`src/hdl/twsc_pkg.sv`:
```
package twsc_pkg;
  // Bus clock and serial clock quarter period
  localparam int unsigned CLK_NS = 20;
  localparam int unsigned SCL_QTR_NS = 2500;
  localparam logic [7:0] QTR_CYC = 8'(SCL_QTR_NS / CLK_NS);
  // Register indices; byte address is four times the index
  localparam logic [5:0] IDX_CTL = 6'h28;
  localparam logic [5:0] IDX_DATA = 6'h29;
  localparam logic [5:0] IDX_ROUTE = 6'h2a;
  // Status/control field positions
  localparam int B_ROLE = 7;
  localparam int B_PROCEED = 6;
  localparam int B_XMIT = 5;
  localparam int B_ACK = 4;
  localparam int B_ADDR = 3;
  localparam int B_LOST = 2;
  localparam int B_RSTOP = 1;
  localparam int B_ON = 0;
  // Routing field positions
  localparam int B_POS = 7;
  localparam int B_WIDTH = 1;
  localparam logic RST_BIT = 1'b0;
  localparam logic [1:0] RESP_OK = 2'h0;
  localparam logic [1:0] RESP_ERR = 2'h2;
  typedef enum logic [8:0] {
    S_IDLE = 9'h001,
    S_START = 9'h002,
    S_BIT = 9'h004,
    S_ACK = 9'h008,
    S_WAIT = 9'h010,
    S_STOP = 9'h020,
    S_TBIT = 9'h040,
    S_TACK = 9'h080,
    S_TWAIT = 9'h100
  } twsc_state_t;
endpackage : twsc_pkg

```
`src/hdl/twsc_sync.sv`:
```
`timescale 1ns/100ps
module twsc_sync (
  input wire logic aclk,
  input wire logic aresetn,
  input wire logic [3:0] d,
  output logic [3:0] q
);
  logic [3:0] meta;
  // Idle bus reads high, so reset to ones
  always_ff @(posedge aclk) begin
    if (!aresetn) begin
      meta <= 4'hf;
      q <= 4'hf;
    end else begin
      meta <= d;
      q <= meta;
    end
  end
endmodule : twsc_sync

```
`src/hdl/twsc_ctrl.sv`:
```
// Decided for this implementation: the AXI4-Lite slave port.
`timescale 1ns/100ps
// Operation
// - Position and width bits of routing register choose port 1 or port 2.
// - Both routing bits clear to zero on reset.
// - Pull-ups on the two selected pins are off while serial function owns them.
// - Hardware acts as controller, target, and in multi-controller buses.
// - Bus is stalled with clock held low while firmware services an event.
// - Interrupt after every transmitted or received byte.
// - Interrupt on stop condition seen as receiving target with ack bit set.
// - Interrupt when bus arbitration is lost.
// - Data location has separate transmit and receive byte stores.
// - Status bits are settled when the byte interrupt is raised.
// - Clock on bit 0, data on bit 1 of the selected port.
// - Enable bit forces the two low pins of the port to open drain.
// - Open drain pin drives low for 0, releases for 1.
// - Only the selected port is driven while the function is on; the other port is released.
// - Data register holds one byte and is undefined after reset.
// - Setting role issues start and first byte; clearing it issues stop.
// - Proceed bit launches next byte, reads 1 while busy.
// - Receiving, ack bit pulls data low; transmitting, it reads far-end ack.
// - Lost arbitration clears role, sets lost flag and interrupts.
module twsc_ctrl (
  input wire logic aclk,
  input wire logic aresetn,
  input wire logic [7:0] awaddr,
  input wire logic awvalid,
  output logic awready,
  input wire logic [31:0] wdata,
  input wire logic [3:0] wstrb,
  input wire logic wvalid,
  output logic wready,
  output logic [1:0] bresp,
  output logic bvalid,
  input wire logic bready,
  input wire logic [7:0] araddr,
  input wire logic arvalid,
  output logic arready,
  output logic [31:0] rdata,
  output logic [1:0] rresp,
  output logic rvalid,
  input wire logic rready,
  input wire logic [1:0] p1_i,
  output logic [1:0] p1_o,
  output logic [1:0] p1_oe,
  output logic p1_pullup_en,
  input wire logic [1:0] p2_i,
  output logic [1:0] p2_o,
  output logic [1:0] p2_oe,
  output logic p2_pullup_en,
  output logic irq
);
  twsc_pkg::twsc_state_t st;
  logic reg_we;
  logic [5:0] reg_widx;
  logic [7:0] wb;
  logic [5:0] reg_ridx;
  logic [7:0] rbyte;
  logic [3:0] pins;
  logic controller_role;
  logic proceed_inflight;
  logic transmit_mode;
  logic ack_bit;
  logic addr_phase;
  logic contention_lost_or_repeat;
  logic rx_stop;
  logic serial_function_on;
  logic route_pos;
  logic route_width;
  logic [7:0] tx_data;
  logic [7:0] rx_data;
  logic [7:0] shreg;
  logic [7:0] ctl_byte;
  logic [7:0] route_byte;
  logic [7:0] qcnt;
  logic [2:0] bitn;
  logic [1:0] ph;
  logic tdone;
  logic byte_tx;
  logic scl_lo;
  logic sda_lo;
  logic scl_s;
  logic sda_s;
  logic scl_d;
  logic sda_d;
  logic use_p2;
  logic ctl_wr;
  logic ctl_st;
  logic tgt_st;
  logic stretch;
  logic tick;
  logic start_det;
  logic stop_det;
  logic scl_rise;
  logic scl_fall;

  twsc_axil u_axil (
    .aclk(aclk),
    .aresetn(aresetn),
    .awaddr(awaddr),
    .awvalid(awvalid),
    .awready(awready),
    .wdata(wdata),
    .wstrb(wstrb),
    .wvalid(wvalid),
    .wready(wready),
    .bresp(bresp),
    .bvalid(bvalid),
    .bready(bready),
    .araddr(araddr),
    .arvalid(arvalid),
    .arready(arready),
    .rdata(rdata),
    .rresp(rresp),
    .rvalid(rvalid),
    .rready(rready),
    .reg_we(reg_we),
    .reg_widx(reg_widx),
    .reg_wbyte(wb),
    .reg_ridx(reg_ridx),
    .reg_rbyte(rbyte)
  );

  twsc_sync u_sync (
    .aclk(aclk),
    .aresetn(aresetn),
    .d({p2_i, p1_i}),
    .q(pins)
  );

  assign use_p2 = route_width | route_pos;
  assign scl_s = use_p2 ? pins[2] : pins[0];
  assign sda_s = use_p2 ? pins[3] : pins[1];
  assign start_det = scl_s & scl_d & sda_d & ~sda_s;
  assign stop_det = scl_s & scl_d & ~sda_d & sda_s;
  assign scl_rise = scl_s & ~scl_d;
  assign scl_fall = ~scl_s & scl_d;
  // Status writes are locked out while a byte is in flight
  assign ctl_wr = reg_we && (reg_widx == twsc_pkg::IDX_CTL) && !proceed_inflight;
  assign ctl_st = (st == twsc_pkg::S_START) || (st == twsc_pkg::S_BIT) ||
                  (st == twsc_pkg::S_ACK) || (st == twsc_pkg::S_STOP);
  assign tgt_st = (st == twsc_pkg::S_TBIT) || (st == twsc_pkg::S_TACK) ||
                  (st == twsc_pkg::S_TWAIT);
  // Another controller holding clock low stretches our phase
  assign stretch = !scl_lo && !scl_s;
  assign tick = (qcnt == twsc_pkg::QTR_CYC - 8'h01) && !stretch;

  always_ff @(posedge aclk) begin
    if (!aresetn) begin
      scl_d <= 1'b1;
      sda_d <= 1'b1;
    end else begin
      scl_d <= scl_s;
      sda_d <= sda_s;
    end
  end

  always_ff @(posedge aclk) begin
    if (!aresetn || !ctl_st || tick) begin
      qcnt <= 8'h00;
    end else if (!stretch) begin
      qcnt <= qcnt + 8'h01;
    end
  end

  always_ff @(posedge aclk) begin
    if (!aresetn) begin
      route_pos <= twsc_pkg::RST_BIT;
      route_width <= twsc_pkg::RST_BIT;
    end else if (reg_we && reg_widx == twsc_pkg::IDX_ROUTE) begin
      route_pos <= wb[twsc_pkg::B_POS];
      route_width <= wb[twsc_pkg::B_WIDTH];
    end
  end

  // Transmit byte has no reset value
  always_ff @(posedge aclk) begin
    if (reg_we && reg_widx == twsc_pkg::IDX_DATA) begin
      tx_data <= wb;
    end
  end

  always_ff @(posedge aclk) begin
    if (!aresetn) begin
      st <= twsc_pkg::S_IDLE;
      controller_role <= 1'b0;
      proceed_inflight <= 1'b0;
      transmit_mode <= 1'b0;
      ack_bit <= 1'b0;
      addr_phase <= 1'b0;
      contention_lost_or_repeat <= 1'b0;
      rx_stop <= 1'b0;
      serial_function_on <= 1'b0;
      ph <= 2'h0;
      bitn <= 3'h0;
      tdone <= 1'b0;
      byte_tx <= 1'b0;
      scl_lo <= 1'b0;
      sda_lo <= 1'b0;
      shreg <= 8'h00;
      irq <= 1'b0;
    end else begin
      irq <= 1'b0;
      if (ctl_wr) begin
        controller_role <= wb[twsc_pkg::B_ROLE];
        transmit_mode <= wb[twsc_pkg::B_XMIT];
        ack_bit <= wb[twsc_pkg::B_ACK];
        contention_lost_or_repeat <= wb[twsc_pkg::B_LOST];
        serial_function_on <= wb[twsc_pkg::B_ON];
        if (wb[twsc_pkg::B_PROCEED]) begin
          proceed_inflight <= 1'b1;
          addr_phase <= 1'b0;
          rx_stop <= 1'b0;
        end
      end
      // Hardware updates below come later, so they beat a firmware write in the same cycle
      if (ctl_st && tick) begin
        ph <= ph + 2'h1;
      end
      case (st)
        twsc_pkg::S_IDLE: begin
          if (serial_function_on && controller_role) begin
            st <= twsc_pkg::S_START;
            proceed_inflight <= 1'b1;
            ph <= 2'h0;
          end else if (serial_function_on && start_det) begin
            st <= twsc_pkg::S_TBIT;
            addr_phase <= 1'b1;
            proceed_inflight <= 1'b1;
            byte_tx <= 1'b0;
            bitn <= 3'h7;
            tdone <= 1'b0;
          end
        end
        twsc_pkg::S_START: begin
          if (tick) begin
            case (ph)
              2'h0: scl_lo <= 1'b0;
              2'h1: sda_lo <= 1'b1;
              2'h2: scl_lo <= 1'b1;
              default: begin
                // Restart flag drops here so it cannot read as lost
                contention_lost_or_repeat <= 1'b0;
                st <= twsc_pkg::S_BIT;
                shreg <= tx_data;
                byte_tx <= 1'b1;
                bitn <= 3'h7;
              end
            endcase
          end
        end
        twsc_pkg::S_BIT: begin
          if (tick) begin
            case (ph)
              2'h0: sda_lo <= byte_tx ? ~shreg[7] : 1'b0;
              2'h1: scl_lo <= 1'b0;
              2'h2: begin
                shreg <= {shreg[6:0], sda_s};
                if (byte_tx && shreg[7] && !sda_s) begin
                  controller_role <= 1'b0;
                  contention_lost_or_repeat <= 1'b1;
                  addr_phase <= 1'b1;
                  st <= twsc_pkg::S_TBIT;
                  byte_tx <= 1'b0;
                  sda_lo <= 1'b0;
                  tdone <= (bitn == 3'h0);
                  bitn <= bitn - 3'h1;
                end
              end
              default: begin
                scl_lo <= 1'b1;
                bitn <= bitn - 3'h1;
                if (bitn == 3'h0) begin
                  st <= twsc_pkg::S_ACK;
                end
              end
            endcase
          end
        end
        twsc_pkg::S_ACK: begin
          if (tick) begin
            case (ph)
              2'h0: sda_lo <= byte_tx ? 1'b0 : ack_bit;
              2'h1: scl_lo <= 1'b0;
              2'h2: begin
                if (byte_tx) begin
                  ack_bit <= ~sda_s;
                end
              end
              default: begin
                scl_lo <= 1'b1;
                if (!byte_tx) begin
                  rx_data <= shreg;
                end
                st <= twsc_pkg::S_WAIT;
                proceed_inflight <= 1'b0;
                irq <= 1'b1;
              end
            endcase
          end
        end
        twsc_pkg::S_WAIT: begin
          // Clock stays low until firmware answers
          if (!controller_role) begin
            st <= twsc_pkg::S_STOP;
            proceed_inflight <= 1'b1;
            sda_lo <= 1'b1;
            ph <= 2'h0;
          end else if (proceed_inflight && contention_lost_or_repeat) begin
            st <= twsc_pkg::S_START;
            sda_lo <= 1'b0;
            ph <= 2'h0;
          end else if (proceed_inflight) begin
            st <= twsc_pkg::S_BIT;
            shreg <= tx_data;
            byte_tx <= transmit_mode;
            bitn <= 3'h7;
            ph <= 2'h0;
          end
        end
        twsc_pkg::S_STOP: begin
          if (tick) begin
            case (ph)
              2'h0: sda_lo <= 1'b1;
              2'h1: scl_lo <= 1'b0;
              2'h2: sda_lo <= 1'b0;
              default: begin
                st <= twsc_pkg::S_IDLE;
                proceed_inflight <= 1'b0;
              end
            endcase
          end
        end
        twsc_pkg::S_TBIT: begin
          if (scl_rise) begin
            shreg <= {shreg[6:0], sda_s};
            tdone <= (bitn == 3'h0);
            bitn <= bitn - 3'h1;
          end else if (scl_fall && tdone) begin
            st <= twsc_pkg::S_TWAIT;
            scl_lo <= 1'b1;
            sda_lo <= 1'b0;
            if (!byte_tx) begin
              rx_data <= shreg;
            end
            proceed_inflight <= 1'b0;
            irq <= 1'b1;
          end else if (scl_fall && byte_tx) begin
            sda_lo <= ~shreg[7];
          end
        end
        twsc_pkg::S_TWAIT: begin
          if (proceed_inflight) begin
            st <= twsc_pkg::S_TACK;
            scl_lo <= 1'b0;
            sda_lo <= byte_tx ? 1'b0 : ack_bit;
          end
        end
        twsc_pkg::S_TACK: begin
          if (scl_rise && byte_tx) begin
            ack_bit <= ~sda_s;
          end else if (scl_fall) begin
            st <= twsc_pkg::S_TBIT;
            byte_tx <= transmit_mode;
            shreg <= tx_data;
            bitn <= 3'h7;
            tdone <= 1'b0;
            sda_lo <= transmit_mode ? ~tx_data[7] : 1'b0;
          end
        end
        default: st <= twsc_pkg::S_IDLE;
      endcase
      if (tgt_st && stop_det) begin
        st <= twsc_pkg::S_IDLE;
        proceed_inflight <= 1'b0;
        scl_lo <= 1'b0;
        sda_lo <= 1'b0;
        if (!byte_tx && ack_bit) begin
          rx_stop <= 1'b1;
          irq <= 1'b1;
        end
      end else if (tgt_st && start_det) begin
        st <= twsc_pkg::S_TBIT;
        addr_phase <= 1'b1;
        proceed_inflight <= 1'b1;
        byte_tx <= 1'b0;
        bitn <= 3'h7;
        tdone <= 1'b0;
        scl_lo <= 1'b0;
        sda_lo <= 1'b0;
      end
      if (!serial_function_on) begin
        st <= twsc_pkg::S_IDLE;
        scl_lo <= 1'b0;
        sda_lo <= 1'b0;
      end
    end
  end

  // Pins only ever pull low; a one is a release
  always_ff @(posedge aclk) begin
    if (!aresetn) begin
      p1_o <= 2'b00;
      p2_o <= 2'b00;
      p1_oe <= 2'b00;
      p2_oe <= 2'b00;
      p1_pullup_en <= 1'b1;
      p2_pullup_en <= 1'b1;
    end else begin
      p1_o <= 2'b00;
      p2_o <= 2'b00;
      p1_oe <= (serial_function_on && !use_p2) ? {sda_lo, scl_lo} : 2'b00;
      p2_oe <= (serial_function_on && use_p2) ? {sda_lo, scl_lo} : 2'b00;
      p1_pullup_en <= !(serial_function_on && !use_p2);
      p2_pullup_en <= !(serial_function_on && use_p2);
    end
  end

  always_comb begin
    ctl_byte = 8'h00;
    ctl_byte[twsc_pkg::B_ROLE] = controller_role;
    ctl_byte[twsc_pkg::B_PROCEED] = proceed_inflight;
    ctl_byte[twsc_pkg::B_XMIT] = transmit_mode;
    ctl_byte[twsc_pkg::B_ACK] = ack_bit;
    ctl_byte[twsc_pkg::B_ADDR] = addr_phase;
    ctl_byte[twsc_pkg::B_LOST] = contention_lost_or_repeat;
    ctl_byte[twsc_pkg::B_RSTOP] = rx_stop;
    ctl_byte[twsc_pkg::B_ON] = serial_function_on;
    route_byte = 8'h00;
    route_byte[twsc_pkg::B_POS] = route_pos;
    route_byte[twsc_pkg::B_WIDTH] = route_width;
  end

  always_comb begin
    case (reg_ridx)
      twsc_pkg::IDX_CTL: rbyte = ctl_byte;
      twsc_pkg::IDX_DATA: rbyte = rx_data;
      twsc_pkg::IDX_ROUTE: rbyte = route_byte;
      default: rbyte = 8'h00;
    endcase
  end
endmodule : twsc_ctrl

```
`src/hdl/twsc_axil.sv`:
```
`timescale 1ns/100ps
module twsc_axil (
  input wire logic aclk,
  input wire logic aresetn,
  input wire logic [7:0] awaddr,
  input wire logic awvalid,
  output logic awready,
  input wire logic [31:0] wdata,
  input wire logic [3:0] wstrb,
  input wire logic wvalid,
  output logic wready,
  output logic [1:0] bresp,
  output logic bvalid,
  input wire logic bready,
  input wire logic [7:0] araddr,
  input wire logic arvalid,
  output logic arready,
  output logic [31:0] rdata,
  output logic [1:0] rresp,
  output logic rvalid,
  input wire logic rready,
  output logic reg_we,
  output logic [5:0] reg_widx,
  output logic [7:0] reg_wbyte,
  output logic [5:0] reg_ridx,
  input wire logic [7:0] reg_rbyte
);
  logic [5:0] aw_idx;
  logic w_lane;

  function automatic logic hit(input logic [5:0] i);
    hit = (i == twsc_pkg::IDX_CTL) || (i == twsc_pkg::IDX_DATA) ||
          (i == twsc_pkg::IDX_ROUTE);
  endfunction : hit

  assign reg_ridx = araddr[7:2];

  always_ff @(posedge aclk) begin
    if (!aresetn) begin
      awready <= 1'b1;
      wready <= 1'b1;
      bvalid <= 1'b0;
      bresp <= twsc_pkg::RESP_OK;
      reg_we <= 1'b0;
      reg_widx <= 6'h00;
      reg_wbyte <= 8'h00;
      aw_idx <= 6'h00;
      w_lane <= 1'b0;
    end else begin
      reg_we <= 1'b0;
      if (awvalid && awready) begin
        awready <= 1'b0;
        aw_idx <= awaddr[7:2];
      end
      if (wvalid && wready) begin
        wready <= 1'b0;
        reg_wbyte <= wdata[7:0];
        w_lane <= wstrb[0];
      end
      if (!awready && !wready && !bvalid) begin
        bvalid <= 1'b1;
        bresp <= hit(aw_idx) ? twsc_pkg::RESP_OK : twsc_pkg::RESP_ERR;
        reg_we <= hit(aw_idx) && w_lane;
        reg_widx <= aw_idx;
      end
      if (bvalid && bready) begin
        bvalid <= 1'b0;
        awready <= 1'b1;
        wready <= 1'b1;
      end
    end
  end

  always_ff @(posedge aclk) begin
    if (!aresetn) begin
      arready <= 1'b1;
      rvalid <= 1'b0;
      rdata <= 32'h0000_0000;
      rresp <= twsc_pkg::RESP_OK;
    end else if (arvalid && arready) begin
      arready <= 1'b0;
      rvalid <= 1'b1;
      rdata <= {24'h00_0000, hit(reg_ridx) ? reg_rbyte : 8'h00};
      rresp <= hit(reg_ridx) ? twsc_pkg::RESP_OK : twsc_pkg::RESP_ERR;
    end else if (rvalid && rready) begin
      rvalid <= 1'b0;
      arready <= 1'b1;
    end
  end
endmodule : twsc_axil

```
`config.mk`:
```
export PLATFORM = sky130hd
export DESIGN_NAME = twsc_ctrl
export DESIGN_NICKNAME = d
export VERILOG_FILES = /design/src/hdl/twsc_pkg.sv /design/src/hdl/twsc_sync.sv /design/src/hdl/twsc_ctrl.sv /design/src/hdl/twsc_axil.sv
export SDC_FILE = /design/constraint.sdc
export NUM_CORES = 1
export LEC_CHECK = 0
export BUFFER_PORTS_ARGS = -buffer_cell sky130_fd_sc_hd__buf_2
export CAP_MARGIN = 20
export CORE_MARGIN = 2
export CORE_UTILIZATION = 41
export DETAILED_ROUTE_END_ITERATION = 10
export GPL_TIMING_DRIVEN = 0
export HOLD_SLACK_MARGIN = 0.1
export PLACE_DENSITY = 0.61
export SLEW_MARGIN = 20
export SYNTH_ARGS = -nofsm -noshare
export SYNTH_HDL_FRONTEND = slang
export SYNTH_SLANG_ARGS = --single-unit
```
`constraint.sdc`:
```
create_clock -name aclk -period 3.1 [get_ports aclk]
set_input_delay 0.62 -clock aclk [delete_from_list [all_inputs] [get_ports aclk]]
set_output_delay 0.62 -clock aclk [all_outputs]
set_load 0.02 [all_outputs]
```
## Yosys cells after proc, flatten, opt, wreduce, memory -nomap -nowiden

Index checks and enable logic that the tools add are counted.

| storage, ports and cells | value |
|---|---|
| register bits after elaboration | 116 |
| latch bits | 0 |
| bits in writable memories | 0 |
| memory bits (read-only) | 0 |
| input bits | 63 |
| output and inout bits | 52 |
| logic and storage cells | 389 |
| memories | 0 |

| cells by class | value |
|---|---|
| add/sub/neg operators | 3 |
| $mul | 0 |
| div/mod/pow operators | 0 |
| $lt $le $gt $ge | 0 |
| equality and inequality tests | 70 |
| shift operators | 0 |
| mux-type cells | 178 |
| bitwise logic cells | 16 |
| reduce and logical (&&, ||, !) cells | 78 |

Operator list:

| kind | number |
|---|---|
| $mux 9 | 19 |
| $mux 8 | 16 |
| $mux 1 | 100 |
| $pmux 9 s9 | 1 |
| $eq 6x6->1 const B | 9 |
| $mux 3 | 14 |
| $pmux 8 s5 | 1 |
| $ne 3x2->1 const B | 12 |
| $ne 2x2->1 const B | 17 |
| $reduce_and 17->1 | 2 |
| $logic_and 1x1->1 | 28 |
| $pmux 8 s3 | 1 |
| $ne 3x1->1 const B | 6 |
| $pmux 3 s6 | 1 |
| $pmux 9 s2 | 1 |
| $pmux 1 s2 | 8 |
| $pmux 8 s2 | 1 |
| $reduce_and 16->1 | 1 |
| $logic_not 1->1 | 14 |
| $mux 2 | 7 |
| $ne 2x1->1 const B | 6 |
| $ne 4x4->1 const B | 3 |
| $reduce_or 2->1 | 6 |
| $logic_or 1x1->1 | 11 |
| other kinds (38) | 60 |

## Logic depth before layout (Yosys ltp)

| logic depth | value |
|---|---|
| depth after elaboration | 12 |
| gate-level depth with buffers | 10 |
| depth with buffers taken out | 8 |

## By module

A second synthesis with hierarchy kept.

| unflattened totals | value |
|---|---|
| cell total of the unflattened synthesis | 656 |
| area total of the unflattened synthesis | 5825.6 µm² |

Modules (own cells, without submodules):

| module | times used | cells an instance | area an instance (µm²) | seq. area each (µm²) |
|---|---|---|---|---|
| twsc_ctrl | 1 | 445 | 3898.7 | 1541.5 |
| twsc_axil | 1 | 195 | 1716.6 | 740.7 |
| twsc_sync | 1 | 16 | 210.2 | 160.2 |

## Least setup slack after synthesis

Ideal clock, no wire load.

| timing path | value |
|---|---|
| path kind | register to register |
| start point | register st[7] |
| end point | register rx_data[0], enable pin |
| setup time | 0.331 ns |
| arrival time | 1.854 ns |
| required time | 2.769 ns |
| setup slack | 0.915 ns |
| cell stages (with the launch flop) | 7 |
| path buffers | 1 |
| period minus slack after synthesis | 2.185 ns |
| cell sequence | dfxtp_1 -> nor3_1 -> clkbuf_1 -> nand2_1 -> nor4b_1 -> and3_1 -> o2111a_1 |

| between the ends | value |
|---|---|
| longest elaborated chain between the ends | 3 |
| elaborated cells between the ends (all ways) | 8 |
| those cells by class | eq/ne: 6; reduce/logical: 2 |

RTL lines:

| what | RTL line | text |
|---|---|---|
| from (decl) | twsc_ctrl.sv:53 | `twsc_pkg::twsc_state_t st;` |
| from (signal assigned) | twsc_ctrl.sv:185 | `st <= twsc_pkg::S_IDLE;` |
| from (signal assigned) | twsc_ctrl.sv:223 | `st <= twsc_pkg::S_START;` |
| from (signal assigned) | twsc_ctrl.sv:227 | `st <= twsc_pkg::S_TBIT;` |
| $eq 9x7->1 or $eq 9x4->1 (tied branches) | twsc_ctrl.sv:220 | `case (st)` |
| $ne 2x1->1 (no line), or another cell as far along | -- |  |
| $reduce_and 6->1 (no line) * | -- |  |
| to (signal assigned) | twsc_ctrl.sv:293 | `rx_data <= shreg;` |
| to (signal assigned) | twsc_ctrl.sv:344 | `rx_data <= shreg;` |
| to (decl) | twsc_ctrl.sv:71 | `logic [7:0] rx_data;` |

Mark *: on every way between the ends. The rest lies on a longest branch, timed or not.
A chain may end at the register's enable or synchronous reset.

## Worst setup path in the final report

| timing path | value |
|---|---|
| start point | register st[0] |
| end point | register rx_data[6], enable pin |

The elaborated chain is that of the path after synthesis.

==> run summary <==
Layout area overhead -> 20.1%
Slowest cell on the critical path -> nor3_1
CP Cell Sequence -> buf_6 > nor3_1 > nand2_1 > nor4b_2 > and3_1 > o2111a_1
Syn avg cell area -> 8.45 sq um
Design Area, Final -> 0.00704 sq mm
Post-Syn Area -> 0.00586 sq mm
RSZ-0062 raised after global routing -> false
Root buffer cell -> clkbuf_16
Clk pwr share -> 0.521
Synth top area cells -> dfxtp_1 33%, edfxtp_1 8.2%, a21oi_1 5.2%
Post-synthesis mux area share -> 0.0239
CTS tree -> yes
Crit-path leading delay family -> simple AND/OR/NAND/NOR gates
Commonest cells after routing, fill and taps aside -> 98 x dfxtp_1, 80 x nand2_1, 63 x nor2_1
PD cells -> 518 mW/mm^2
Status -> completed
CP arrival -> 2.88 ns
CP Buf/Inv Count -> 1
Sw Ratio -> 0.228
Initial core utilization -> 0.420
Register Area -> 0.00244 sq mm
Vias in the first global route -> 5202
Ys flop type -> dfxtp_1
Layout cells sized above 1 -> 0.174
Max rail drop VDD -> 0.386 mV
Main combinational cell family by area after synthesis -> simple AND/OR/NAND/NOR gates
Endpoint class of the critical path -> flop
Postcts setup bufs -> 0
WHS Endpoint -> u_sync.meta[2]$_SDFF_PN1_
Port bufs -> 51
Yosys warning count -> 0
# setup viols final -> 0
Die Span X -> 124 um
Core Rows -> 43
Cell taking the most area after synthesis -> dfxtp_1
Antenna violations before repair -> 0
HP Class -> in -> reg
Fill count -> 1397
Worst Reg-to-Reg Cells -> 6
Max-cap violations -> 0
Net Switching -> 0.831 mW
Synth Register Bits -> 114
Die ar. -> 0.0153 sq mm
Hold Crit Start -> p2_i[0]
Drt initial violations -> 475
R2R Path Start -> st[0]$_SDFFE_PP1P_
Xor/xnor share of the synthesized area -> 0.0135
First-pass GRT wire length -> 28.5 mm
Internal power -> 2.82 mW
Vias per std cell -> 5.67
Adder-cell area share of the yosys netlist -> 0.0171
Final net count -> 863
Post-route ant nets -> 0
CTS HTree Levels -> 4
Final WL -> 18.6 mm
Worst-path clk slew -> 0.05 ns
CTS Buffer Depth -> 2
Leak -> 2.70 nW
Reg power frac -> 0.423
Total vias in the final route -> 5582
Wire per inst -> 18.9 um
Commonest non-fill, non-tap cell in the layout -> dfxtp_1
Seq/Total Area, Yosys -> 0.417
Final slew viol count -> 0
Cts bufs inserted -> 17
Clock sink total -> 114
Fin crit share -> 0.903
Slew HR -> 0.300
Die height -> 124 um
Final Power -> 3.65 mW
Final setup TNS -> 0 ns
Cells after Synth -> 693
Share of flip-flops with an asynchronous set or reset -> 0
Area taken by multi-input logic gates -> 0.00307 sq mm
Max incr delay on CP -> 0.63 ns
R2R Path End -> rx_data[6]$_DFFE_PP_
Antenna cell count -> 0
Gpl congestion -> 0.955
Number of synthesized flops with an enable pin -> 16
Core ar. -> 0.0139 sq mm
Complex-gate fraction of the synthesized area -> 0.189
Gr ovfl total -> 0
Top-area cell type share of the netlist area -> 0.335
Tmin final -> 2.80 ns
Simple-gate share of the synthesized area -> 0.259
Skew final -> 0.0137 ns
Post-DP HPWL -> 13.9 mm
DRC viols -> 0
CP max FO -> 10
Worst-skew pair later-pin latency -> 0.42 ns
CP Class -> reg -> reg
I/O pin cnt -> 115
1st-pass router iterations -> 5
Hold Crit Depth -> 2
Total Routing Usage GR -> 0.251
Crit path launch type -> flop
Pin slew with the least headroom to its limit -> 1.04 ns
FMAX -> 357 MHz
Placed Area -> 0.00645 sq mm
Unique cell type count in the Yosys netlist -> 84
Logic pwr share -> 0.056
Reg-to-reg slack, setup -> 0.30 ns
Largest net degree at the start of global routing -> 17
Hold Vio Cnt, Final -> 0
Worst path required time -> 3.18 ns
-- synthesized netlist by cell type, types with 6 or more instances --
cell type	number
a21oi_1	61
a311oi_1	6
and3_1	9
buf_2	7
buf_4	30
clkbuf_1	25
dfxtp_1	98
edfxtp_1	16
ha_1	8
inv_1	17
mux2i_1	14
nand2_1	80
nand2b_1	13
nand3_1	43
nand4_1	13
nor2_1	63
nor3_1	14
nor3b_1	6
nor4_1	8
o2111a_1	6
o21ai_0	35
or3_1	7
-- how the worst max path moves through the flow --
stage                                  start                    to  slack [ns]  cells past startpoint
after floorplan           st[7]$_SDFFE_PP0P_  rx_data[0]$_DFFE_PP_        0.92                      6
after global placement    st[0]$_SDFFE_PP1P_  rx_data[3]$_DFFE_PP_        0.12                      6
after detailed placement  st[7]$_SDFFE_PP0P_    st[5]$_SDFFE_PP0P_        0.10                      6
after CTS                 st[0]$_SDFFE_PP1P_  rx_data[3]$_DFFE_PP_        0.09                      6
after global routing      st[0]$_SDFFE_PP1P_    st[5]$_SDFFE_PP0P_         0.1                      7
final                     st[0]$_SDFFE_PP1P_  rx_data[6]$_DFFE_PP_        0.30                      6
-- worst register-to-register path, delay by kind of cell (launching register included) --
kind            cells  cell delay [ns]
flops               1             0.31
buf+inv             1             0.14
compound gates      1             0.40
simple gates        4             1.61
-- flip-flops by register name (all words and copies together) (netlist names), 3 cells and up --
name / cells
u_axil.reg_wbyte: 8
tx_data: 8
qcnt: 8
u_axil.reg_widx: 6
u_axil.rdata: 8
st: 9
u_sync.q: 4
u_axil.aw_idx: 6
bitn: 3
shreg: 8
rx_data: 8
u_sync.meta: 4
-- per-layer routing --
layer | GRT usage | vias to the layer above | share of wire
met5 | 0 | - | 0
met1 | 0.344 | 2660 | 0.46
met2 | 0.394 | 228 | 0.45
met3 | 0.0507 | 32 | 0.065
met4 | 0.0845 | 0 | 0.021
li1 | - | 2662 | -
-- what timing repair did --
action	CTS	global route
hold buffers	0	0
setup endpoints to repair	0	15
resized for setup	0	2
-- power by group through the flow --
| stage | registers, mW | logic [mW] | clock network [mW] |
|---|---|---|---|
| finish | 1.54 | 0.204 | 1.90 |
| global route | 1.54 | 0.226 | 1.99 |
| floorplan | 1.57 | 0.139 | 0 |
| detailed placement | 1.57 | 0.202 | 0 |
| CTS | 1.54 | 0.203 | 1.93 |
| global placement | 1.57 | 0.201 | 0 |
-- kinds of logic (layout without fill, tap and decap cells) --
logic type,after synthesis,count (layout)
flops,114,114
compound gates,167,167
other cells,1,30
mux,14,14
simple gates,295,295
buf+inv,85,168
fa+ha+maj,8,8
xor+xnor,9,9
-- metrics by stage --
step                utilization  instances  hold WS [ns]  setup WS [ns]
floorplan                     -        722         0.386          0.915
global placement          0.463        953         0.399          0.120
detailed placement        0.463        953         0.401          0.102
CTS                       0.504        985         0.378         0.0851
global route              0.505        985         0.382         0.0964
finish                    0.505        985         0.384          0.300
-- final cells by class --
type	instances	share of cell area
Buffer	67	0.0573
Multi-Input combinational cell	523	0.436
Inverter	18	0.00960
Clock buffer	22	0.0660
Tap cell	180	0.0320
Sequential cell	114	0.347
Clock inverter	10	0.0153
Timing Repair Buffer	51	0.0363
(Power assumes the default switching activity.)
